$ cat src/common/tcsg_pkg.sv
/*
 * Constants for the two-channel sound and alarm generator: register
 * indices, field positions, reset values and clock divisions.
 * Assumes a 32-bit AXI4-Lite bus, one register per aligned word at
 * byte address four times the register index.
 */
package tcsg_pkg;

   // ---------------------------------------------------------------
   // Register indices (byte address is four times the index)
   // ---------------------------------------------------------------
   localparam logic [9:0] IDX_CHAN1_VALUE_LOW          = 10'h360;
   localparam logic [9:0] IDX_CHAN1_VALUE_HIGH_MODE    = 10'h361;
   localparam logic [9:0] IDX_CHAN2_VALUE_N1_ALARM_ENV = 10'h362;
   localparam logic [9:0] IDX_CHAN2_VALUE_N2           = 10'h363;
   localparam logic [9:0] IDX_CHAN2_VALUE_N3           = 10'h364;
   localparam logic [9:0] IDX_CHAN2_VALUE_N4_MODE      = 10'h365;
   localparam logic [9:0] IDX_VOLUME_AND_CHANNEL_EN    = 10'h366;
   localparam logic [9:0] IDX_CHANNEL_PRESCALERS       = 10'h367;
   localparam logic [9:0] IDX_CLOCK_SELECT_AND_ALARM   = 10'h368;
   localparam logic [9:0] IDX_SOUND_MASTER             = 10'h369;
   localparam logic [9:0] IDX_SOUND_STATUS             = 10'h36a;

   // ---------------------------------------------------------------
   // Field positions
   // ---------------------------------------------------------------
   localparam int MODE_BIT          = 3;
   localparam int CHAN1_ON_BIT      = 0;
   localparam int CHAN2_ON_BIT      = 1;
   localparam int VOLUME_LSB_BIT    = 2;
   localparam int CLK_SEL_BIT       = 0;
   localparam int ALARM_ON_BIT      = 1;
   localparam int FAST_RC_FREQ_BIT  = 2;
   localparam int MASTER_ON_BIT     = 0;

   // ---------------------------------------------------------------
   // Reset values and sequence constants
   // ---------------------------------------------------------------
   localparam logic [6:0]  SEED7_END      = 7'h40;
   localparam logic [6:0]  LFSR7_RESET    = 7'h01;
   localparam logic [14:0] LFSR15_RESET   = 15'h0001;
   localparam logic [14:0] CHAN2_RESET    = 15'h0000;
   localparam logic [1:0]  RESP_OKAY      = 2'h0;
   localparam logic [1:0]  RESP_DECERR    = 2'h3;

   // ---------------------------------------------------------------
   // Clock derivation: fast RC ticks per 32 kHz sound tick
   // ---------------------------------------------------------------
   localparam logic [4:0]  FAST500_DIV    = 5'h10;
   localparam logic [4:0]  FAST262_DIV    = 5'h08;
   localparam int          SOUND_KHZ      = 32;
   localparam int          ENV_CNT_W      = 15;
   localparam int          ENV_1HZ_BIT    = 14;

   // Pin function codes, internal only; the status register shows master and alarm bits
   typedef enum logic [1:0] {
      TCSG_PIN_GPIO  = 2'b00,
      TCSG_PIN_SOUND = 2'b01,
      TCSG_PIN_ALARM = 2'b10
   } tcsg_pin_fn_e;

endpackage

$ cat src/design/tcsg_sound_alarm.sv
/*
 * Two-channel pseudo-random sound generator with alarm mode, as an
 * AXI4-Lite slave. Drives two buzzer pins or hands them back to GPIO.
 * Assumes the oscillator tick inputs are one-cycle pulses synchronous
 * to aclk, one per oscillator period.
 */
// How it works
// [RULE1] Channel one is a 7-bit shift counter seeded from its value registers.
// [RULE2] Channel two is a 15-bit counter: 15-bit noise or 7-bit tone.
// [RULE3] Per-channel mode bit: one selects noise, zero selects tone.
// [RULE4] Enable bits 0 and 1 gate channels one and two.
// [RULE5] Volume code 00 is silence; 01, 10, 11 give rising levels.
// [RULE6] Master off gives GPIO pins; on selects sound or alarm by alarm bit.
// [RULE7] Prescaler codes divide the 32 kHz sound clock by 1, 2, 4, 8.
// [RULE8] Source select picks slow oscillator at 0, fast at 1.
// [RULE9] Fast frequency bit picks 500k at 0, 262k at 1 division.
// [RULE10] The sound clock is 32 kHz whatever source is chosen.
// [RULE11] Tone half period is N prescaled ticks, N from 1 to 127.
// [RULE12] Seed 01 gives N of 127, down to seed 40 giving 1.
// [RULE13] Tone seeds: channel one bits 6..0, channel two bits 14..8.
// [RULE14] Values span nibble registers; top nibble bit 3 is the mode.
// [RULE15] Configuration registers are write-only; reads return zero.
// [RULE16] Alarm mode gives a fixed 4K or 2K carrier gated by envelope.
// [RULE17] Channel two low nibble is the envelope control; zero is DC.
// [RULE18] Envelope bits 0..3 pick 1, 2, 4, 8 Hz, combined by AND.
// [RULE19] Software disables the generator before entering stop mode.
// [RULE20] Software keeps the fast frequency bit true to the oscillator.
// [RULE21] Software avoids both channels playing the same tone.
// [RULE22] Seven-bit sequence shifts left, feedback bit 6 xor bit 5.
// [RULE23] Noise mode outputs the serial bit once per prescaled tick.
`timescale 1ns/1ps
`default_nettype none

module tcsg_sound_alarm #(
   parameter int ALARM_CARRIER_KHZ = 4,
   parameter int ADDR_W            = 12
) (
   // Clock and reset
   input  wire logic              aclk,
   input  wire logic              aresetn,
   // AXI4-Lite write address and data
   input  wire logic [ADDR_W-1:0] s_axi_awaddr,
   input  wire logic              s_axi_awvalid,
   output logic                   s_axi_awready,
   input  wire logic [31:0]       s_axi_wdata,
   input  wire logic [3:0]        s_axi_wstrb,
   input  wire logic              s_axi_wvalid,
   output logic                   s_axi_wready,
   // AXI4-Lite write response
   output logic [1:0]             s_axi_bresp,
   output logic                   s_axi_bvalid,
   input  wire logic              s_axi_bready,
   // AXI4-Lite read
   input  wire logic [ADDR_W-1:0] s_axi_araddr,
   input  wire logic              s_axi_arvalid,
   output logic                   s_axi_arready,
   output logic [31:0]            s_axi_rdata,
   output logic [1:0]             s_axi_rresp,
   output logic                   s_axi_rvalid,
   input  wire logic              s_axi_rready,
   // Oscillator ticks
   input  wire logic              slow_oscillator,
   input  wire logic              fast_oscillator,
   // Port logic used while pins are GPIO
   input  wire logic              gpio_a_out,
   input  wire logic              gpio_a_oe,
   input  wire logic              gpio_b_out,
   input  wire logic              gpio_b_oe,
   // Buzzer pins
   output logic                   sound_pin_a_o,
   output logic                   sound_pin_a_oe,
   output logic                   sound_pin_b_o,
   output logic                   sound_pin_b_oe
);

   // ---------------------------------------------------------------
   // Elaboration checks
   // ---------------------------------------------------------------
   if (ALARM_CARRIER_KHZ != 4 && ALARM_CARRIER_KHZ != 2) begin : g_bad_carrier
      $error("ALARM_CARRIER_KHZ must be 4 or 2");
   end
   if (ADDR_W < 12) begin : g_bad_addr
      $error("ADDR_W must be at least 12");
   end

   // Carrier half period in sound ticks, less one
   localparam logic [2:0] CAR_HALF =
      3'((tcsg_pkg::SOUND_KHZ / ALARM_CARRIER_KHZ / 2) - 1);

   // ---------------------------------------------------------------
   // State
   // ---------------------------------------------------------------
   typedef struct packed {
      logic [6:0]  c1_val;
      logic        c1_noise;
      logic [14:0] c2_val;
      logic        c2_noise;
      logic [1:0]  vol;
      logic [1:0]  ch_on;
      logic [1:0]  div1;
      logic [1:0]  div2;
      logic        sel;
      logic        fast_rc_freq_select;
      logic        alarm_on;
      logic        master_on;
      logic        aw_held;
      logic [9:0]  aw_idx;
      logic        w_held;
      logic [3:0]  w_nib;
      logic        w_lane0;
      logic        bvalid;
      logic [1:0]  bresp;
      logic        rvalid;
      logic [31:0] rdata;
      logic [1:0]  rresp;
      logic [4:0]  fast_cnt;
      logic [2:0]  pre1;
      logic [2:0]  pre2;
      logic [6:0]  lfsr1;
      logic [14:0] lfsr2;
      logic        tone1;
      logic        tone2;
      logic        reload1;
      logic        reload2;
      logic [1:0]  vol_ph;
      logic [14:0] env_cnt;
      logic [2:0]  car_cnt;
      logic        carrier;
      logic        pin_a;
      logic        pin_b;
      logic        oe_a;
      logic        oe_b;
   } tcsg_state_s;

   tcsg_state_s st;
   tcsg_state_s next_st;

   // ---------------------------------------------------------------
   // Combinational next state
   // ---------------------------------------------------------------
   always_comb begin
      logic       do_wr;
      logic       snd_tick;
      logic       tick1;
      logic       tick2;
      logic [2:0] mask1;
      logic [2:0] mask2;
      logic [4:0] fast_div;
      logic       out1;
      logic       out2;
      logic       mix;
      logic       loud;
      logic       env;
      logic       alarm_sig;
      tcsg_pkg::tcsg_pin_fn_e pin_fn;

      next_st   = st;
      do_wr     = 1'b0;
      snd_tick  = 1'b0;
      tick1     = 1'b0;
      tick2     = 1'b0;
      mask1     = 3'h0;
      mask2     = 3'h0;
      fast_div  = tcsg_pkg::FAST500_DIV;
      out1      = 1'b0;
      out2      = 1'b0;
      mix       = 1'b0;
      loud      = 1'b0;
      env       = 1'b1;
      alarm_sig = 1'b0;
      pin_fn    = tcsg_pkg::TCSG_PIN_GPIO;

      // -------------------------------------------------------------
      // Bus: write address and data are taken in either order
      // -------------------------------------------------------------
      if (s_axi_awvalid && s_axi_awready) begin
         next_st.aw_held = 1'b1;
         next_st.aw_idx  = s_axi_awaddr[11:2];
      end
      if (s_axi_wvalid && s_axi_wready) begin
         next_st.w_held  = 1'b1;
         next_st.w_nib   = s_axi_wdata[3:0];
         next_st.w_lane0 = s_axi_wstrb[0];
      end
      if (st.bvalid && s_axi_bready) begin
         next_st.bvalid = 1'b0;
      end
      if (st.aw_held && st.w_held && !st.bvalid) begin
         next_st.aw_held = 1'b0;
         next_st.w_held  = 1'b0;
         next_st.bvalid  = 1'b1;
         next_st.bresp   = tcsg_pkg::RESP_OKAY;
         do_wr           = st.w_lane0;
         // Status is read-only; writes to it are dropped quietly
         case (st.aw_idx)
            tcsg_pkg::IDX_CHAN1_VALUE_LOW,
            tcsg_pkg::IDX_CHAN1_VALUE_HIGH_MODE,
            tcsg_pkg::IDX_CHAN2_VALUE_N1_ALARM_ENV,
            tcsg_pkg::IDX_CHAN2_VALUE_N2,
            tcsg_pkg::IDX_CHAN2_VALUE_N3,
            tcsg_pkg::IDX_CHAN2_VALUE_N4_MODE,
            tcsg_pkg::IDX_VOLUME_AND_CHANNEL_EN,
            tcsg_pkg::IDX_CHANNEL_PRESCALERS,
            tcsg_pkg::IDX_CLOCK_SELECT_AND_ALARM,
            tcsg_pkg::IDX_SOUND_MASTER,
            tcsg_pkg::IDX_SOUND_STATUS: ;
            default: begin
               next_st.bresp = tcsg_pkg::RESP_DECERR;
               do_wr         = 1'b0;
            end
         endcase
      end

      if (do_wr) begin
         case (st.aw_idx)
            tcsg_pkg::IDX_CHAN1_VALUE_LOW: begin
               next_st.c1_val[3:0] = st.w_nib;                         // RULE14
               next_st.reload1     = 1'b1;
            end
            tcsg_pkg::IDX_CHAN1_VALUE_HIGH_MODE: begin
               next_st.c1_val[6:4] = st.w_nib[2:0];                    // RULE14
               next_st.c1_noise    = st.w_nib[tcsg_pkg::MODE_BIT];     // RULE3
               next_st.reload1     = 1'b1;
            end
            tcsg_pkg::IDX_CHAN2_VALUE_N1_ALARM_ENV: begin
               next_st.c2_val[3:0] = st.w_nib;                         // RULE17
               next_st.reload2     = 1'b1;
            end
            tcsg_pkg::IDX_CHAN2_VALUE_N2: begin
               next_st.c2_val[7:4] = st.w_nib;                         // RULE14
               next_st.reload2     = 1'b1;
            end
            tcsg_pkg::IDX_CHAN2_VALUE_N3: begin
               next_st.c2_val[11:8] = st.w_nib;                        // RULE14
               next_st.reload2      = 1'b1;
            end
            tcsg_pkg::IDX_CHAN2_VALUE_N4_MODE: begin
               next_st.c2_val[14:12] = st.w_nib[2:0];                  // RULE14
               next_st.c2_noise      = st.w_nib[tcsg_pkg::MODE_BIT];   // RULE3
               next_st.reload2       = 1'b1;
            end
            tcsg_pkg::IDX_VOLUME_AND_CHANNEL_EN: begin
               next_st.ch_on[0] = st.w_nib[tcsg_pkg::CHAN1_ON_BIT];    // RULE4
               next_st.ch_on[1] = st.w_nib[tcsg_pkg::CHAN2_ON_BIT];    // RULE4
               next_st.vol      = st.w_nib[tcsg_pkg::VOLUME_LSB_BIT +: 2];
            end
            tcsg_pkg::IDX_CHANNEL_PRESCALERS: begin
               next_st.div1 = st.w_nib[1:0];                           // RULE7
               next_st.div2 = st.w_nib[3:2];                           // RULE7
            end
            tcsg_pkg::IDX_CLOCK_SELECT_AND_ALARM: begin
               next_st.sel      = st.w_nib[tcsg_pkg::CLK_SEL_BIT];     // RULE8
               next_st.alarm_on = st.w_nib[tcsg_pkg::ALARM_ON_BIT];
               next_st.fast_rc_freq_select     = st.w_nib[tcsg_pkg::FAST_RC_FREQ_BIT]; // RULE9
            end
            tcsg_pkg::IDX_SOUND_MASTER: begin
               next_st.master_on = st.w_nib[tcsg_pkg::MASTER_ON_BIT];
            end
            default: ;
         endcase
      end

      // -------------------------------------------------------------
      // Bus: read, one cycle after the address is taken
      // -------------------------------------------------------------
      if (st.rvalid && s_axi_rready) begin
         next_st.rvalid = 1'b0;
      end
      if (s_axi_arvalid && s_axi_arready) begin
         next_st.rvalid = 1'b1;
         next_st.rdata  = 32'h0000_0000;                               // RULE15
         next_st.rresp  = tcsg_pkg::RESP_OKAY;
         case (s_axi_araddr[11:2])
            tcsg_pkg::IDX_SOUND_STATUS: begin
               next_st.rdata[5:0] = {st.oe_b, st.oe_a, st.pin_b, st.pin_a,
                                     st.master_on, st.alarm_on};
            end
            tcsg_pkg::IDX_CHAN1_VALUE_LOW,
            tcsg_pkg::IDX_CHAN1_VALUE_HIGH_MODE,
            tcsg_pkg::IDX_CHAN2_VALUE_N1_ALARM_ENV,
            tcsg_pkg::IDX_CHAN2_VALUE_N2,
            tcsg_pkg::IDX_CHAN2_VALUE_N3,
            tcsg_pkg::IDX_CHAN2_VALUE_N4_MODE,
            tcsg_pkg::IDX_VOLUME_AND_CHANNEL_EN,
            tcsg_pkg::IDX_CHANNEL_PRESCALERS,
            tcsg_pkg::IDX_CLOCK_SELECT_AND_ALARM,
            tcsg_pkg::IDX_SOUND_MASTER: ;                             // RULE15
            default: next_st.rresp = tcsg_pkg::RESP_DECERR;
         endcase
      end

      // -------------------------------------------------------------
      // 32 kHz sound clock from either oscillator
      // -------------------------------------------------------------
      fast_div = st.fast_rc_freq_select ? tcsg_pkg::FAST262_DIV : tcsg_pkg::FAST500_DIV;  // RULE9
      if (!st.sel) begin
         snd_tick         = slow_oscillator;                           // RULE8
         next_st.fast_cnt = 5'h00;
      end else if (fast_oscillator) begin
         if (st.fast_cnt >= fast_div - 5'h01) begin
            snd_tick         = 1'b1;                                   // RULE10
            next_st.fast_cnt = 5'h00;
         end else begin
            next_st.fast_cnt = st.fast_cnt + 5'h01;
         end
      end

      // -------------------------------------------------------------
      // Prescalers
      // -------------------------------------------------------------
      mask1 = 3'((4'h1 << st.div1) - 4'h1);
      mask2 = 3'((4'h1 << st.div2) - 4'h1);
      if (snd_tick) begin
         next_st.pre1 = st.pre1 + 3'h1;
         next_st.pre2 = st.pre2 + 3'h1;
         tick1        = (st.pre1 & mask1) == mask1;                    // RULE7
         tick2        = (st.pre2 & mask2) == mask2;                    // RULE7
      end

      // -------------------------------------------------------------
      // Channel one
      // -------------------------------------------------------------
      if (st.reload1) begin
         next_st.reload1 = 1'b0;
         next_st.lfsr1   = st.c1_noise ? tcsg_pkg::LFSR7_RESET : st.c1_val;  // RULE1
         next_st.tone1   = 1'b0;
      end else if (tick1) begin
         if (!st.c1_noise && st.lfsr1 == tcsg_pkg::SEED7_END) begin
            next_st.tone1 = ~st.tone1;                                 // RULE11
            next_st.lfsr1 = st.c1_val;                                 // RULE12
         end else if (st.lfsr1 == 7'h00) begin
            next_st.lfsr1 = tcsg_pkg::LFSR7_RESET;
         end else begin
            next_st.lfsr1 = {st.lfsr1[5:0], st.lfsr1[6] ^ st.lfsr1[5]};  // RULE22
         end
      end
      out1 = st.c1_noise ? st.lfsr1[6] : st.tone1;                     // RULE23

      // -------------------------------------------------------------
      // Channel two: low 7 bits run the tone, all 15 the noise
      // -------------------------------------------------------------
      if (st.reload2) begin
         next_st.reload2 = 1'b0;
         next_st.lfsr2   = st.c2_noise ? tcsg_pkg::LFSR15_RESET
                                       : {8'h00, st.c2_val[14:8]};     // RULE13
         next_st.tone2   = 1'b0;
      end else if (tick2) begin
         if (st.c2_noise) begin
            if (st.lfsr2 == 15'h0000) begin
               next_st.lfsr2 = tcsg_pkg::LFSR15_RESET;
            end else begin
               next_st.lfsr2 = {st.lfsr2[13:0], st.lfsr2[14] ^ st.lfsr2[13]};  // RULE2
            end
         end else if (st.lfsr2[6:0] == tcsg_pkg::SEED7_END) begin
            next_st.tone2 = ~st.tone2;                                 // RULE11
            next_st.lfsr2 = {8'h00, st.c2_val[14:8]};                  // RULE13
         end else if (st.lfsr2[6:0] == 7'h00) begin
            next_st.lfsr2 = {8'h00, tcsg_pkg::LFSR7_RESET};
         end else begin
            next_st.lfsr2 = {8'h00, st.lfsr2[5:0], st.lfsr2[6] ^ st.lfsr2[5]};  // RULE22
         end
      end
      out2 = st.c2_noise ? st.lfsr2[14] : st.tone2;                    // RULE23

      // Same tone on both channels cancels; software avoids it
      mix = (out1 & st.ch_on[0]) ^ (out2 & st.ch_on[1]);               // RULE4 RULE21

      // -------------------------------------------------------------
      // Volume: duty over three aclk phases, code 00 silent
      // -------------------------------------------------------------
      next_st.vol_ph = (st.vol_ph == 2'h2) ? 2'h0 : st.vol_ph + 2'h1;
      loud = st.vol_ph < st.vol;                                       // RULE5

      // -------------------------------------------------------------
      // Alarm carrier and envelope
      // -------------------------------------------------------------
      if (snd_tick) begin
         next_st.env_cnt = st.env_cnt + 15'h0001;
         if (st.car_cnt == CAR_HALF) begin
            next_st.car_cnt = 3'h0;
            next_st.carrier = ~st.carrier;                             // RULE16
         end else begin
            next_st.car_cnt = st.car_cnt + 3'h1;
         end
      end
      for (int i = 0; i < 4; i++) begin
         if (st.c2_val[i]) begin
            env = env & st.env_cnt[tcsg_pkg::ENV_1HZ_BIT - i];         // RULE18
         end
      end
      alarm_sig = st.carrier & env;                                    // RULE16 RULE17

      // -------------------------------------------------------------
      // Pin function
      // -------------------------------------------------------------
      if (!st.master_on) begin
         pin_fn = tcsg_pkg::TCSG_PIN_GPIO;                             // RULE6
      end else if (st.alarm_on) begin
         pin_fn = tcsg_pkg::TCSG_PIN_ALARM;                            // RULE6
      end else begin
         pin_fn = tcsg_pkg::TCSG_PIN_SOUND;                            // RULE6
      end
      // Sound and alarm drive the pins in antiphase so a buzzer across them sees double swing; GPIO passes through
      case (pin_fn)
         tcsg_pkg::TCSG_PIN_SOUND: begin
            next_st.pin_a = mix & loud;
            next_st.pin_b = ~(mix & loud);
            next_st.oe_a  = 1'b1;
            next_st.oe_b  = 1'b1;
         end
         tcsg_pkg::TCSG_PIN_ALARM: begin
            next_st.pin_a = alarm_sig;
            next_st.pin_b = ~alarm_sig;
            next_st.oe_a  = 1'b1;
            next_st.oe_b  = 1'b1;
         end
         default: begin
            next_st.pin_a = gpio_a_out;
            next_st.pin_b = gpio_b_out;
            next_st.oe_a  = gpio_a_oe;
            next_st.oe_b  = gpio_b_oe;
         end
      endcase
   end

   // ---------------------------------------------------------------
   // Registers
   // ---------------------------------------------------------------
   always_ff @(posedge aclk) begin
      if (!aresetn) begin
         st          <= '0;
         st.c2_val   <= tcsg_pkg::CHAN2_RESET;
         st.lfsr1    <= tcsg_pkg::LFSR7_RESET;
         st.lfsr2    <= tcsg_pkg::LFSR15_RESET;
      end else begin
         st <= next_st;
      end
   end

   // ---------------------------------------------------------------
   // Outputs
   // ---------------------------------------------------------------
   assign s_axi_awready  = !st.aw_held;
   assign s_axi_wready   = !st.w_held;
   assign s_axi_bvalid   = st.bvalid;
   assign s_axi_bresp    = st.bresp;
   assign s_axi_arready  = !st.rvalid;
   assign s_axi_rvalid   = st.rvalid;
   assign s_axi_rdata    = st.rdata;
   assign s_axi_rresp    = st.rresp;
   assign sound_pin_a_o  = st.pin_a;
   assign sound_pin_a_oe = st.oe_a;
   assign sound_pin_b_o  = st.pin_b;
   assign sound_pin_b_oe = st.oe_b;

endmodule

`default_nettype wire

$ cat config.mk
export PLATFORM = sky130hd
export DESIGN_NAME = tcsg_sound_alarm
export DESIGN_NICKNAME = d
export VERILOG_FILES = /design/src/common/tcsg_pkg.sv /design/src/design/tcsg_sound_alarm.sv
export SDC_FILE = /design/constraint.sdc
export NUM_CORES = 1
export LEC_CHECK = 0
export BUFFER_PORTS_ARGS = -buffer_cell sky130_fd_sc_hd__buf_2
export CORE_ASPECT_RATIO = 0.9
export CORE_UTILIZATION = 50
export CTS_CLUSTER_DIAMETER = 120
export DETAILED_ROUTE_END_ITERATION = 8
export PLACE_DENSITY_LB_ADDON = 0.1
export SETUP_SLACK_MARGIN = 0.15
export SYNTH_ARGS = -nofsm -noshare
export SYNTH_HDL_FRONTEND = slang
export SYNTH_SLANG_ARGS = --single-unit
export TNS_END_PERCENT = 10
$ cat constraint.sdc
create_clock -name aclk -period 5.1 [get_ports aclk]
set_clock_uncertainty 0.2 [all_clocks]
set_input_delay 1.02 -clock aclk [delete_from_list [all_inputs] [get_ports aclk]]
set_output_delay 1.02 -clock aclk [all_outputs]
set_load 0.1 [all_outputs]
# Word level (Yosys, flattened, before mapping)
# Cells that the tools add are included.
[word_totals] word_cells=186 input_bits=73 register_bits=123
[classes] reduce_logical=43 shift=2 muxes=38 n_eq_ne=30 n_bitwise=20 order_cmp=2 add_sub_neg=9
[ops] cell="$eq A10 B10 Y1 const B" n=22
[ops] cell="$mux W15" n=4
[ops] cell="$mux W7" n=8
[ops] cell="$mux W35" n=1
[ops] cell="$reduce_and A2 Y1" n=14
[ops] cell="$reduce_or A11 Y1" n=2
[ops] cell="$add A15 B1 Y15 const B" n=1
[ops] cell="$logic_not A15 Y1" n=1
[ops] cell="$mux W1" n=15
[ops] cell="$eq A7 B7 Y1 const B" n=2
[ops] cell="$logic_not A7 Y1" n=2
[ops] cell="$mux W5" n=2
[ops] cell="$reduce_or A2 Y1" n=5
[ops] cell="$add A3 B1 Y3 const B" n=3
[ops] cell="$logic_and A1 B1 Y1" n=8
[ops] cell="$mux W2" n=4
[ops] cell="$pmux W4 S2" n=1
[ops] cell="$reduce_bool A2 Y1" n=4
[ops] cell="$and A1 B1 Y1" n=7
[ops] cell="$not A1 Y1" n=7
[ops] cell="$and A3 B3 Y3" n=2
[ops] cell="$eq A3 B3 Y1" n=2
[ops] cell="$mux W3" n=2
[ops] cell="$mux W6" n=1
[ops] cell="other kinds (14)" n=24

# Longest topological paths before layout
# Gate-level depths: netlist of run 1.
[logic_depth] word_depth=10 depth_mapped=8 ltp_nobuf=6

# Least setup slack after synthesis of run 1
# No wires, ideal clock.
[synth_timing] path_kind="register -> output" startpoint="register st (netlist bit s_axi_rvalid)" endpoint="output port s_axi_arready" stages_incl_launch_ff=2 path_slack_ps=2217 t_arrival_ps=1663 required_time_ps=3880 path_cell_list="dfxtp_1 inv_1"
[synth_via] elab_chain_len=1
[synth_rtl] item="start: declaration" line_no="tcsg_sound_alarm.sv:135" rtl="tcsg_state_s st;"
[synth_rtl] item="start signal: assignment" line_no="tcsg_sound_alarm.sv:436" rtl="st <= next_st;"
[synth_rtl] item="$logic_not A1 Y1" line_no="tcsg_sound_alarm.sv:447" rtl="assign s_axi_arready = !st.rvalid;"
[synth_rtl] item="end: declaration" line_no="tcsg_sound_alarm.sv:56" rtl="output logic s_axi_arready,"
# Every way passes these cells.

# Worst setup path in the final report of run 1
[layout_timing] startpoint="input port fast_oscillator" endpoint="register st[29] (netlist bit)"
[layout_via] elab_chain_len=4
[layout_rtl] item="start: declaration" line_no="tcsg_sound_alarm.sv:63" rtl="input wire logic fast_oscillator,"
[layout_rtl] item="$mux W1" line_no="tcsg_sound_alarm.sv:299" rtl="end else if (fast_oscillator) begin"
[layout_rtl] item="$mux W1" line_no="tcsg_sound_alarm.sv:296" rtl="if (!st.sel) begin"
[layout_rtl] item="$mux W1" line_no="tcsg_sound_alarm.sv:313" rtl="if (snd_tick) begin"
[layout_rtl] item="$reduce_bool A2 Y1 (no source line)"
# Every way passes these cells.
# A chain may end at the register's enable or synchronous reset.

==> results of run 1 <==
-- cells by family after synthesis --
group	share of synthesized area (%)
adders and majority gates	1.796
AOI/OAI and AO/OA	12.64
muxes	6.352
buffers and inverters	8.148
xor gates and xnor gates	4.242
DFF	43.46
and+or+nand+nor	23.30
other	0.06728
-- routing by layer --
metal | vias up | global-route usage (%) | wire (um)
li1 | 2184 | - | -
met1 | 1952 | 25.01 | 5384
met2 | 116 | 33.27 | 4980
met3 | 13 | 5.635 | 473
met4 | 0 | 8.603 | 161
met5 | - | 0 | 0
-- layout by cell type, fill, tap and decap left out, types with 5 or more instances in the layout --
master,n
sky130_fd_sc_hd__nand2_1,107
sky130_fd_sc_hd__nor2b_1,20
sky130_fd_sc_hd__a22oi_1,11
sky130_fd_sc_hd__inv_1,10
sky130_fd_sc_hd__bufinv_16,5
sky130_fd_sc_hd__a21oi_1,18
sky130_fd_sc_hd__ha_1,8
sky130_fd_sc_hd__xor2_1,16
sky130_fd_sc_hd__a31oi_1,9
sky130_fd_sc_hd__dfxtp_1,121
sky130_fd_sc_hd__nand3_1,18
sky130_fd_sc_hd__nor3_1,11
sky130_fd_sc_hd__buf_2,56
sky130_fd_sc_hd__mux2i_1,32
sky130_fd_sc_hd__nor2_1,28
sky130_fd_sc_hd__a21boi_0,19
sky130_fd_sc_hd__nand4_1,6
sky130_fd_sc_hd__xnor2_1,11
sky130_fd_sc_hd__nor4_1,5
sky130_fd_sc_hd__conb_1,26
sky130_fd_sc_hd__o21ai_0,23
sky130_fd_sc_hd__and2_1,19
sky130_fd_sc_hd__nand2b_1,10
sky130_fd_sc_hd__clkbuf_16,17
-- power breakdown --
| part | total (mW) | internal [mW] | switching (mW) |
|---|---|---|---|
| Sequential | 1.01 | 0.977 | 0.0279 |
| Combinational | 0.266 | 0.0613 | 0.205 |
| Clock | 1.31 | 0.916 | 0.399 |
| Total | 2.59 | 1.95 | 0.632 |
-- final cells by class --
| class | instances | area, um2 |
|---|---|---|
| clock buffer | 24 | 491.7 |
| timing repair buffer | 60 | 310.3 |
| inverter | 12 | 45.04 |
| multi-input combinational | 456 | 2791 |
| sequential | 121 | 2422 |
| clock inverter | 7 | 162.7 |
| fill | 945 | 4442 |
| tap | 152 | 190.2 |
-- Yosys cell counts, types with 4 or more instances --
cell type,number
sky130_fd_sc_hd__clkbuf_1,16
sky130_fd_sc_hd__a22oi_1,11
sky130_fd_sc_hd__a31oi_1,9
sky130_fd_sc_hd__nor2b_1,20
sky130_fd_sc_hd__nand4_1,6
sky130_fd_sc_hd__nand2_1,107
sky130_fd_sc_hd__mux2i_1,32
sky130_fd_sc_hd__nor4_1,5
sky130_fd_sc_hd__nand2b_1,10
sky130_fd_sc_hd__o21ai_0,23
sky130_fd_sc_hd__nor3_1,11
sky130_fd_sc_hd__a21oi_1,18
sky130_fd_sc_hd__nor4b_1,4
sky130_fd_sc_hd__inv_1,10
sky130_fd_sc_hd__dfxtp_1,121
sky130_fd_sc_hd__buf_4,39
sky130_fd_sc_hd__xnor2_1,11
sky130_fd_sc_hd__buf_2,5
sky130_fd_sc_hd__nor2_1,28
sky130_fd_sc_hd__and2_1,19
sky130_fd_sc_hd__nand3_1,18
sky130_fd_sc_hd__a21boi_0,19
sky130_fd_sc_hd__ha_1,8
sky130_fd_sc_hd__xor2_1,16
-- flip-flops by register name, summed over array words and instances, names as in the netlist --
signal          count
sound_pin_a_o       1
s_axi_rvalid        1
sound_pin_b_oe      1
sound_pin_b_o       1
s_axi_bresp         1
s_axi_rdata         6
sound_pin_a_oe      1
st                107
s_axi_rresp         1
s_axi_bvalid        1
-- worst reg2reg max path, stage by stage (launching register included) --
cell	delay, ps
sky130_fd_sc_hd__dfxtp_1	320
sky130_fd_sc_hd__ha_1	310
sky130_fd_sc_hd__nand4_1	130
sky130_fd_sc_hd__o211a_1	230
sky130_fd_sc_hd__buf_4	230
sky130_fd_sc_hd__o21ai_1	640
sky130_fd_sc_hd__o31ai_1	170
sky130_fd_sc_hd__o311ai_1	250
-- per-stage QoR --
step | worst slack, ps | total power, mW | instance area (um2)
2_1_floorplan | 2217 | 1.265 | 5668
3_3_place_gp | 2030 | 1.285 | 5759
3_5_place_dp | 1964 | 1.291 | 5759
4_1_cts | 2386 | 2.611 | 6414
5_1_grt | 2165 | 2.682 | 6414
6_report | 2332 | 2.586 | 6414
-- worst paths after layout --
kind	start	endpoint	slack (ps)	depth (start not counted)
worst min-delay path	st[7]$_SDFFE_PN0N_	st[7]$_SDFFE_PN0N_	240	2
worst min register to register	st[7]$_SDFFE_PN0N_	st[7]$_SDFFE_PN0N_	240	2
worst max register to register	st[60]$_SDFFE_PN0P_	st[29]$_SDFFE_PN1P_	2510	7
worst max-delay path	fast_oscillator	st[29]$_SDFFE_PN1P_	2330	7
==> summary.txt, run 1 <==
Outcome
  – Outcome: finished, final reports clean

Worst setup path
  – Standard cell with the maximum stage delay on the critical path: sky130_fd_sc_hd__o21ai_1
  – CP required: about 5200 ps
  – Maximum fanout count along the critical path: 26
  – CP delay by family, top: compound AO/OA/AOI/OAI gates
  – Element type at the critical path end: flip-flop
  – Delay of the slowest cell on the worst path: 640 ps
  – Critical path startpoint category: primary input
  – Number of buffer and inverter stages on the critical path: 2
  – Crit Path Category: in -> reg
  – Sequence of cells on the critical path: buf_2 -> nand4_1 -> o211a_1 -> buf_4 -> o21ai_1 -> o31ai_1 -> o311ai_1
  – Arrival @ worst endpoint: 2870 ps

CTS
  – Clock insertion delay at the later pin of the skew report: 400 ps
  – Setup bufs post-CTS: 0
  – Total of hold buffers inserted after clock tree synthesis: 0
  – Clock slew seen by the registers of the worst setup and hold paths: 50 ps
  – H-tree levels: 4
  – Number of buffers inserted during clock tree synthesis: 17
  – Root Driver: sky130_fd_sc_hd__clkbuf_16
  – CTS tree: built
  – Deepest clock path buffer count: 2
  – Post-cts repair resize count: 0
  – Clock Sink Count: 121

Layout
  – Share of cells above drive strength 1: 15.00%
  – Post-route insts no fill: 832
  – Net count, final: 749
  – Final antenna diode count: 0
  – Area growth from synthesis to final layout: 15.06%
  – Utilization after layout: 59.08%

GRT
  – Overflow after GRT: 0
  – Wire length of the first global-routing pass: 18220 um
  – Initial antenna violation count: 0
  – Total global-route track usage: 20.18%
  – Maximum number of pins on one net before global-route repair: 45
  – Number of global-route vias before repair: 3942

Logic synthesis
  – Synth top area share: 43.46%
  – Number of enable flip-flop cells after synthesis: 0
  – Largest cells by area after synthesis: sky130_fd_sc_hd__dfxtp_1, sky130_fd_sc_hd__nand2_1, sky130_fd_sc_hd__mux2i_1, sky130_fd_sc_hd__buf_4, sky130_fd_sc_hd__a21boi_0
  – Seq/Total Area, Yosys: 43.46%
  – Yosys Warn Count: 0
  – Count of unique library cells instantiated by Yosys: slightly above 60
  – Post-synth design cell area: 5574 um2
  – Async set-reset flop share out of synthesis: 0%
  – Flip-flop cell with the highest count after synthesis: sky130_fd_sc_hd__dfxtp_1
  – Number of instances in the synthesized netlist: approximately 630
  – Post-synthesis average cell area: 8.890 um2
  – Number of flip-flops and latches in the synthesized netlist: around 120
  – Cell type contributing the most total cell area after synthesis: sky130_fd_sc_hd__dfxtp_1

Floorplanning
  – Die Y-Extent: 102.2 um
  – Placeable core area: 10860 um2
  – Initial core utilization: between 50% and 60%
  – Die extent in x: about 110 um
  – I/O pins: 118
  – Row count: 36
  – Die area: 11570 um2

Timing
  – Tightest hold margin: around 240 ps
  – Unrepaired setup endpoints after global routing: no
  – Share of the clock period used by the worst path: 54.28%
  – Slew at the pin closest to its max-slew limit: 796.4 ps
  – Total negative slack for setup checks: 0 ps
  – Max Freq: 361.2 MHz
  – Number of pins exceeding their max-slew limit in the final report: 0
  – Slew headroom: a little under half
  – Final setup violation count: 0
  – Post-layout min period: 2768 ps
  – Final Hold Violating Endpoints: 0

Placement
  – Count of placed standard cells including taps: 801
  – Final HPWL DP: between 7000 and 8000 um
  – Gp weighted congestion: around 0.82
  – I/O Buffers: 56

Power
  – Pwr/cell area: 403.2 nW/um2
  – Leakage power total: 2.656 nW
  – Max rail drop VDD: 0.2550 mV

Drt
  – Iter 0 DRT Violations: 230
  – Routed via count: about 4300
  – Detailed-route wire length: 11000 um
  – Vias per inst: 5.126
  – Number of design rule violations left after detail routing: 0
  – WL per Instance: between 10 and 15 um
  – Post-detailed-route count of antenna-violating nets: 0
  – First-pass iteration count of the detailed router: 5

Min path
  – Worst Hold Class: reg -> reg

Run
  – Max-capacitance violation count: 0
Note: power is estimated with default switching activity, not from simulation.
==> run 2, diff against run 1 <==
Clock period 5.1 ns to 2.7 ns, I/O delays scaled along.
==> summary.txt, run 2 (same netlist as run 1, synthesis figures left out) <==
GRT
  – Wire length of the first global-routing pass: 18330 um (+0.57%)
  – Number of global-route vias before repair: 3904 (-0.96%)
  – Initial antenna violation count: 0 (unchanged)
  – Total global-route track usage: 20.16% (about the same)
  – Overflow after GRT: 0 (unchanged)
  – Maximum number of pins on one net before global-route repair: 57 (+27%)

Placement
  – Final HPWL DP: 7668 um (-0.25%)
  – Gp weighted congestion: 0.7929 (-3.7%)
  – I/O Buffers: 56 (unchanged)

Layout
  – Number of fill cells: 954 (+0.95%)
  – Most frequent cells in the layout: sky130_fd_sc_hd__dfxtp_1, sky130_fd_sc_hd__nand2_1, sky130_fd_sc_hd__buf_2
  – Area growth from synthesis to final layout: 14.72%
  – Register with the most flip-flops: st
  – Combined area of the multi-input logic cells: 2791 um2 (unchanged)
  – Most common library cell in the layout ignoring fill and taps: sky130_fd_sc_hd__dfxtp_1
  – Share of cells above drive strength 1: 16.28% (+1.3 points)
  – Final antenna diode count: 0 (unchanged)
  – Flip-flop count of the largest register, all copies and words added: 107 (unchanged)
  – Net count, final: 756 (+0.93%)
  – Sequential cell area in the final layout: 2424 um2 (about the same)

Timing
  – Unrepaired setup endpoints after global routing: no
  – Max Freq: between 400 and 500 MHz
  – Share of the clock period used by the worst path: 82.01%
  – Final Hold Violating Endpoints: 0 (unchanged)
  – Slew headroom: 60.34% (+14 points)
  – Post-layout min period: 2214 ps
  – Total negative slack for setup checks: 0 ps (unchanged)
  – Slew at the pin closest to its max-slew limit: 589.4 ps (-207.0 ps)
  – Number of pins exceeding their max-slew limit in the final report: 0 (unchanged)
  – Final setup violation count: 0 (unchanged)

CTS
  – H-tree levels: 4 (unchanged)
  – Number of buffers inserted during clock tree synthesis: 17 (unchanged)
  – Clock slew seen by the registers of the worst setup and hold paths: 50 ps (about the same)
  – Clock insertion delay at the later pin of the skew report: 410 ps (about the same)
  – Total of hold buffers inserted after clock tree synthesis: 0 (unchanged)
  – Root Driver: sky130_fd_sc_hd__clkbuf_16
  – Clock Sink Count: 121 (unchanged)
  – Setup bufs post-CTS: 0 (unchanged)
  – Deepest clock path buffer count: 2 (unchanged)
  – CTS tree: built

Min path
  – Destination of the worst hold path: sound_pin_a_oe$_SDFF_PN0_
  – Number of instances on the worst hold path: 2 (unchanged)
  – Worst Hold Class: in -> reg
  – Critical hold path startpoint: gpio_a_oe

Power
  – Max rail drop VDD: 0.5691 mV (+120%)
  – Pwr/cell area: 715.3 nW/um2 (+77%)
  – Leakage power total: 2.653 nW (-0.10%)
  – Total Power: 4.574 mW (+77%)

Drt
  – Highest metal layer used by the detailed router: met4
  – Vias per inst: 5.112 (-0.28%)
  – Iter 0 DRT Violations: 300 (+30%)
  – Detail Route met2 WL: 4959 um (-0.42%)
  – WL per Instance: 13.09 um (-0.96%)
  – Detailed-route wire length: 11000 um (about the same)
  – Post-detailed-route count of antenna-violating nets: 0 (unchanged)
  – Number of design rule violations left after detail routing: 0 (unchanged)
  – Routed via count: 4294 (+0.68%)
  – Routed metal-1 wirelength: 5460 um (+1.4%)
  – Routed length on met3: 443 um (-6.3%)
  – First-pass iteration count of the detailed router: 4 (-1)

Run
  – Max-capacitance violation count: 0 (unchanged)

Floorplanning
  – Die extent in x: 113.3 um (unchanged)
  – Row count: 36 (unchanged)
  – Placeable core area: 10860 um2 (unchanged)
  – I/O pins: 118 (unchanged)
  – Die area: 11570 um2 (unchanged)
  – Die Y-Extent: 102.2 um (unchanged)
  – Initial core utilization: 51.35% (unchanged)

Worst setup path
  – CP required: 2750 ps (-2460 ps)
  – Internal reg-to-reg setup slack: 490 ps (-2020 ps)
  – Reg2reg end: st[29]$_SDFFE_PN1P_
  – Maximum fanout count along the critical path: 20 (-23%)
  – Arrival @ worst endpoint: 2260 ps (-610 ps)
  – Depth of the most critical reg-to-reg path: 7 (unchanged)
  – Crit Path Category: reg -> reg
  – Reg-to-Reg Start: st[57]$_SDFFE_PN0P_
  – Element type at the critical path end: flip-flop
  – Critical path startpoint category: flip-flop

Outcome
  – Outcome: finished, final reports clean
==> run 2: report_power, final <==
| part | total, mW | leakage [nW] | internal (mW) | switching [mW] |
|---|---|---|---|---|
| registers | 1.90 | 0.985 | 1.85 | 0.0529 |
| logic | 0.511 | 1.39 | 0.123 | 0.388 |
| clock network | 2.16 | 0.280 | 1.40 | 0.769 |
==> run 2: metal layers <==
layer / global-route usage (%) / up-vias
met3: 5.042 / 12
met5: 0 / -
met2: 32.94 / 103
met4: 8.603 / 0
li1: - / 2200
met1: 25.59 / 1979
==> run 2: per-stage QoR <==
| step | area (um2) | std cells | util, % | hold WS (ps) | worst slack, ps |
|---|---|---|---|---|---|
| finish | 6395 | 840 | 58.91 | 130.7 | 485.8 |
| detailed placement | 5829 | 808 | 53.70 | 225.4 | 239.4 |
| global placement | 5829 | 808 | 53.70 | 219.7 | 275.4 |
| CTS | 6395 | 840 | 58.91 | 115.3 | 317.2 |
| global route | 6395 | 840 | 58.91 | 134.9 | 271.4 |
| floorplan | 5673 | 652 | - | 207.7 | 324.2 |
==> run 2: worst max path at each step <==
stage,startpoint,endpoint,slack (ps),cells past startpoint
after CTS,st[57]$_SDFFE_PN0P_,st[29]$_SDFFE_PN1P_,320,7
final,st[57]$_SDFFE_PN0P_,st[29]$_SDFFE_PN1P_,490,7
after global placement,fast_oscillator,st[22]$_SDFFE_PN0N_,280,6
after global routing,st[57]$_SDFFE_PN0P_,st[35]$_SDFFE_PN0P_,270,7
after detailed placement,fast_oscillator,st[22]$_SDFFE_PN0N_,240,6
after floorplan,s_axi_bvalid$_SDFFE_PN0P_,st[132]$_SDFFE_PN0P_,320,4
==> run 2: timing repair <==
item	4_1_cts	5_1_grt
hold endpoints to repair	0	0
resized for setup	0	1
endpoints found under the setup margin	0	6
==> run 2: area by class of cell <==
cell class / instances / share of cell area [%]
repair buffers: 67 / 5.870
flip-flops and latches: 121 / 37.90
inverters: 12 / 0.7631
multi-input cells: 456 / 43.65
clock inverters: 9 / 1.526
clock buffers: 23 / 7.318
well taps: 152 / 2.974
==> run 2: worst max-delay path, cell delays in order (launching register included) <==
cell                       delay (ps)
sky130_fd_sc_hd__dfxtp_1          340
sky130_fd_sc_hd__ha_1             230
sky130_fd_sc_hd__a21oi_1          220
sky130_fd_sc_hd__o211a_2          540
sky130_fd_sc_hd__o21ai_1          140
sky130_fd_sc_hd__buf_4            190
sky130_fd_sc_hd__o31ai_1           70
sky130_fd_sc_hd__o311ai_1         120
==> run 3, diff against run 2 <==
Settings changed: CORE_UTILIZATION 50 to 49.
Clock period 2.7 ns to 2 ns, I/O delays scaled along.
==> summary.txt, run 3 (same netlist as run 1, synthesis figures left out) <==
Outcome
  – Outcome: finished, violations left
  – Violations in the final reports: setup timing

CTS
  – Clock Sink Count: 121 (unchanged)
  – Number of buffers inserted during clock tree synthesis: 17 (unchanged)
  – Root Driver: sky130_fd_sc_hd__clkbuf_16
  – Clock slew seen by the registers of the worst setup and hold paths: 50 ps (about the same)
  – CTS tree: built
  – H-tree levels: 4 (unchanged)
  – Deepest clock path buffer count: 2 (unchanged)
  – Clock insertion delay at the later pin of the skew report: 410 ps (about the same)

Drt
  – Routed via count: 4563 (+6.3%)
  – Vias per inst: 5.197 (+1.7%)
  – First-pass iteration count of the detailed router: 5 (+1)
  – Iter 0 DRT Violations: 150 (-50%)
  – WL per Instance: 14.57 um (+11%)
  – Post-detailed-route count of antenna-violating nets: 0 (unchanged)
  – Number of design rule violations left after detail routing: 0 (unchanged)
  – Detailed-route wire length: 12790 um (+16%)

Worst setup path
  – Depth of the most critical reg-to-reg path: 7 (unchanged)
  – Element type at the critical path end: flip-flop
  – Maximum fanout count along the critical path: 7 (-65%)
  – Critical path startpoint category: flip-flop
  – Crit Path Category: reg -> reg
  – CP required: 2090 ps (-660 ps)
  – Arrival @ worst endpoint: 2160 ps (-100 ps)

Timing
  – Final setup violation count: 20 (+20)
  – Unrepaired setup endpoints after global routing: yes
  – Number of pins exceeding their max-slew limit in the final report: 0 (unchanged)
  – Slew at the pin closest to its max-slew limit: 687.4 ps (+97.98 ps)
  – Worst Setup Slack, final: -73.53 ps (-559.4 ps)
  – Post-layout min period: 2074 ps (-140.6 ps)
  – Final Hold Violating Endpoints: 0 (unchanged)
  – Share of the clock period used by the worst path: 103.7% (+22 points)
  – Slew headroom: 53.76% (-6.6 points)
  – Max Freq: 482.3 MHz (+6.8%)

Layout
  – Utilization after layout: 64.54% (+5.6 points)
  – Number of fill cells: 949 (-0.52%)
  – Most frequent cells in the layout: sky130_fd_sc_hd__dfxtp_1, sky130_fd_sc_hd__nand2_1, sky130_fd_sc_hd__buf_2
  – Net count, final: 793 (+4.9%)
  – Register with the most flip-flops: st
  – Flip-flop count of the largest register, all copies and words added: 107 (unchanged)
  – Area growth from synthesis to final layout: 26.73%
  – Most common library cell in the layout ignoring fill and taps: sky130_fd_sc_hd__dfxtp_1
  – Share of cells above drive strength 1: 26.21% (+9.9 points)

Power
  – Sequential Power Share: 40.3% (-1.2 points)
  – Switching share of power: 26.30% (-0.15 points)
  – Share of power burned in the clock network: 47.6% (+0.3 points)
  – Pwr/cell area: 903.4 nW/um2 (+26%)
  – P_int: 4.703 mW (+40%)
  – Combinational fraction of design power: 12.1% (+0.9 points)
  – Max rail drop VDD: 0.5609 mV (-1.4%)
  – Leakage power total: 2.977 nW (+12%)
  – Switching power of the nets: 1.679 mW (+39%)

GRT
  – Number of global-route vias before repair: 4175 (+6.9%)
  – Wire length of the first global-routing pass: 20270 um (+11%)
  – Initial antenna violation count: 1 (+1)
  – Overflow after GRT: 0 (unchanged)
  – Total global-route track usage: 22.14% (+2.0 points)
  – Maximum number of pins on one net before global-route repair: 31 (-46%)

Placement
  – Gp weighted congestion: 0.8163 (+3.0%)
  – Final HPWL DP: 8321 um (+8.5%)
  – I/O Buffers: 56 (unchanged)
  – Setup WS pre-CTS: -112.1 ps (-351.5 ps)

Run
  – Max-capacitance violation count: 0 (unchanged)

Min path
  – Number of instances on the worst hold path: 3 (+1)
  – Worst Hold Class: in -> reg

Floorplanning
  – Die area: 11810 um2 (+2.0%)
  – I/O pins: 118 (unchanged)
  – Die extent in x: 114.4 um (+1.0%)
  – Row count: 36 (unchanged)
  – Placeable core area: 10950 um2 (+0.83%)
  – Initial core utilization: 50.93% (-0.42 points)
  – Die Y-Extent: 103.2 um (+1.0%)
==> run 3: cell types whose count changed in the layout (fill, tap and decap cells not counted), moves of 4 or more <==
cell,before,now
sky130_fd_sc_hd__o21ai_2,0,5
sky130_fd_sc_hd__o21ai_0,23,12
sky130_fd_sc_hd__nor4b_4,0,4
sky130_fd_sc_hd__nor2_1,28,24
sky130_fd_sc_hd__nor3_1,11,4
sky130_fd_sc_hd__buf_6,0,6
sky130_fd_sc_hd__nor4b_1,4,0
sky130_fd_sc_hd__o21ai_1,1,6
sky130_fd_sc_hd__dfxtp_1,120,113
sky130_fd_sc_hd__a21boi_0,19,14
sky130_fd_sc_hd__nor3_4,0,4
sky130_fd_sc_hd__a21boi_1,0,4
sky130_fd_sc_hd__buf_4,10,38
sky130_fd_sc_hd__dfxtp_2,1,6
==> run 3: power by group through the flow <==
stage                     combinational (mW)  sequential [mW]  clock, mW
after floorplan                        0.596             2.64          0
after global placement                 0.707             2.61          0
after detailed placement               0.719             2.61          0
after CTS                              0.756             2.57       3.09
after global routing                   0.828             2.58       3.19
final                                  0.773             2.57       3.04
==> run 3: final cells by class <==
class                   count  area (um2)  share of cell area (%)
repair buffers            104       705.7                   9.989
clock inverters             7       87.58                   1.240
multi-input cells         456        3085                   43.68
inverters                  12       48.80                  0.6908
well taps                 152       190.2                   2.692
diodes                      1       2.502                 0.03542
flip-flops and latches    121        2437                   34.50
clock buffers              25       506.7                   7.173
==> run 3: final timing paths <==
path	startpoint	end	slack, ps
max reg2reg	st[60]$_SDFFE_PN0P_	st[45]$_SDFFE_PN0P_	-70
min	s_axi_wvalid	st[105]$_SDFFE_PP0P_	20
max	st[60]$_SDFFE_PN0P_	st[45]$_SDFFE_PN0P_	-70
min reg2reg	st[7]$_SDFFE_PN0N_	st[7]$_SDFFE_PN0N_	240
==> run 3: critical path, stage by stage (launching register included) <==
cell and delay, ps:
sky130_fd_sc_hd__dfxtp_2 330, sky130_fd_sc_hd__ha_4 270, sky130_fd_sc_hd__nand4_1 120, sky130_fd_sc_hd__o211a_4 320, sky130_fd_sc_hd__buf_12 160, sky130_fd_sc_hd__o31ai_4 250
sky130_fd_sc_hd__buf_2 220, sky130_fd_sc_hd__a31oi_1 90
==> run 3: routing by layer <==
layer  vias to the layer above  wire, um  track usage [%]
li1                       2268         -                -
met1                      2182      5888            27.99
met2                       100      6261            37.76
met3                        13       467            5.594
met4                         0       173            6.294
met5                         -         0                0
==> run 3: stage by stage <==
stage                     cells  area (um2)  setup TNS (ps)  power (mW)  hold slack (ps)
after floorplan             652        5758               0       3.235            207.7
after global placement      834        6103           -1088       3.316            220.4
after detailed placement    834        6103           -1429       3.332            227.2
after CTS                   873        6950          -498.1       6.413            10.55
after global routing        878        7064           -2872       6.599            33.63
final                       878        7064          -687.9       6.382            17.37
==> run 3: what timing repair did <==
action	4_1_cts	5_1_grt
cloned	3	1
hold buffers	2	0
setup endpoints to repair	76	78
setup buffers	2	3
gates resized for setup	46	30
pin swaps	36	26
hold endpoints to repair	2	0
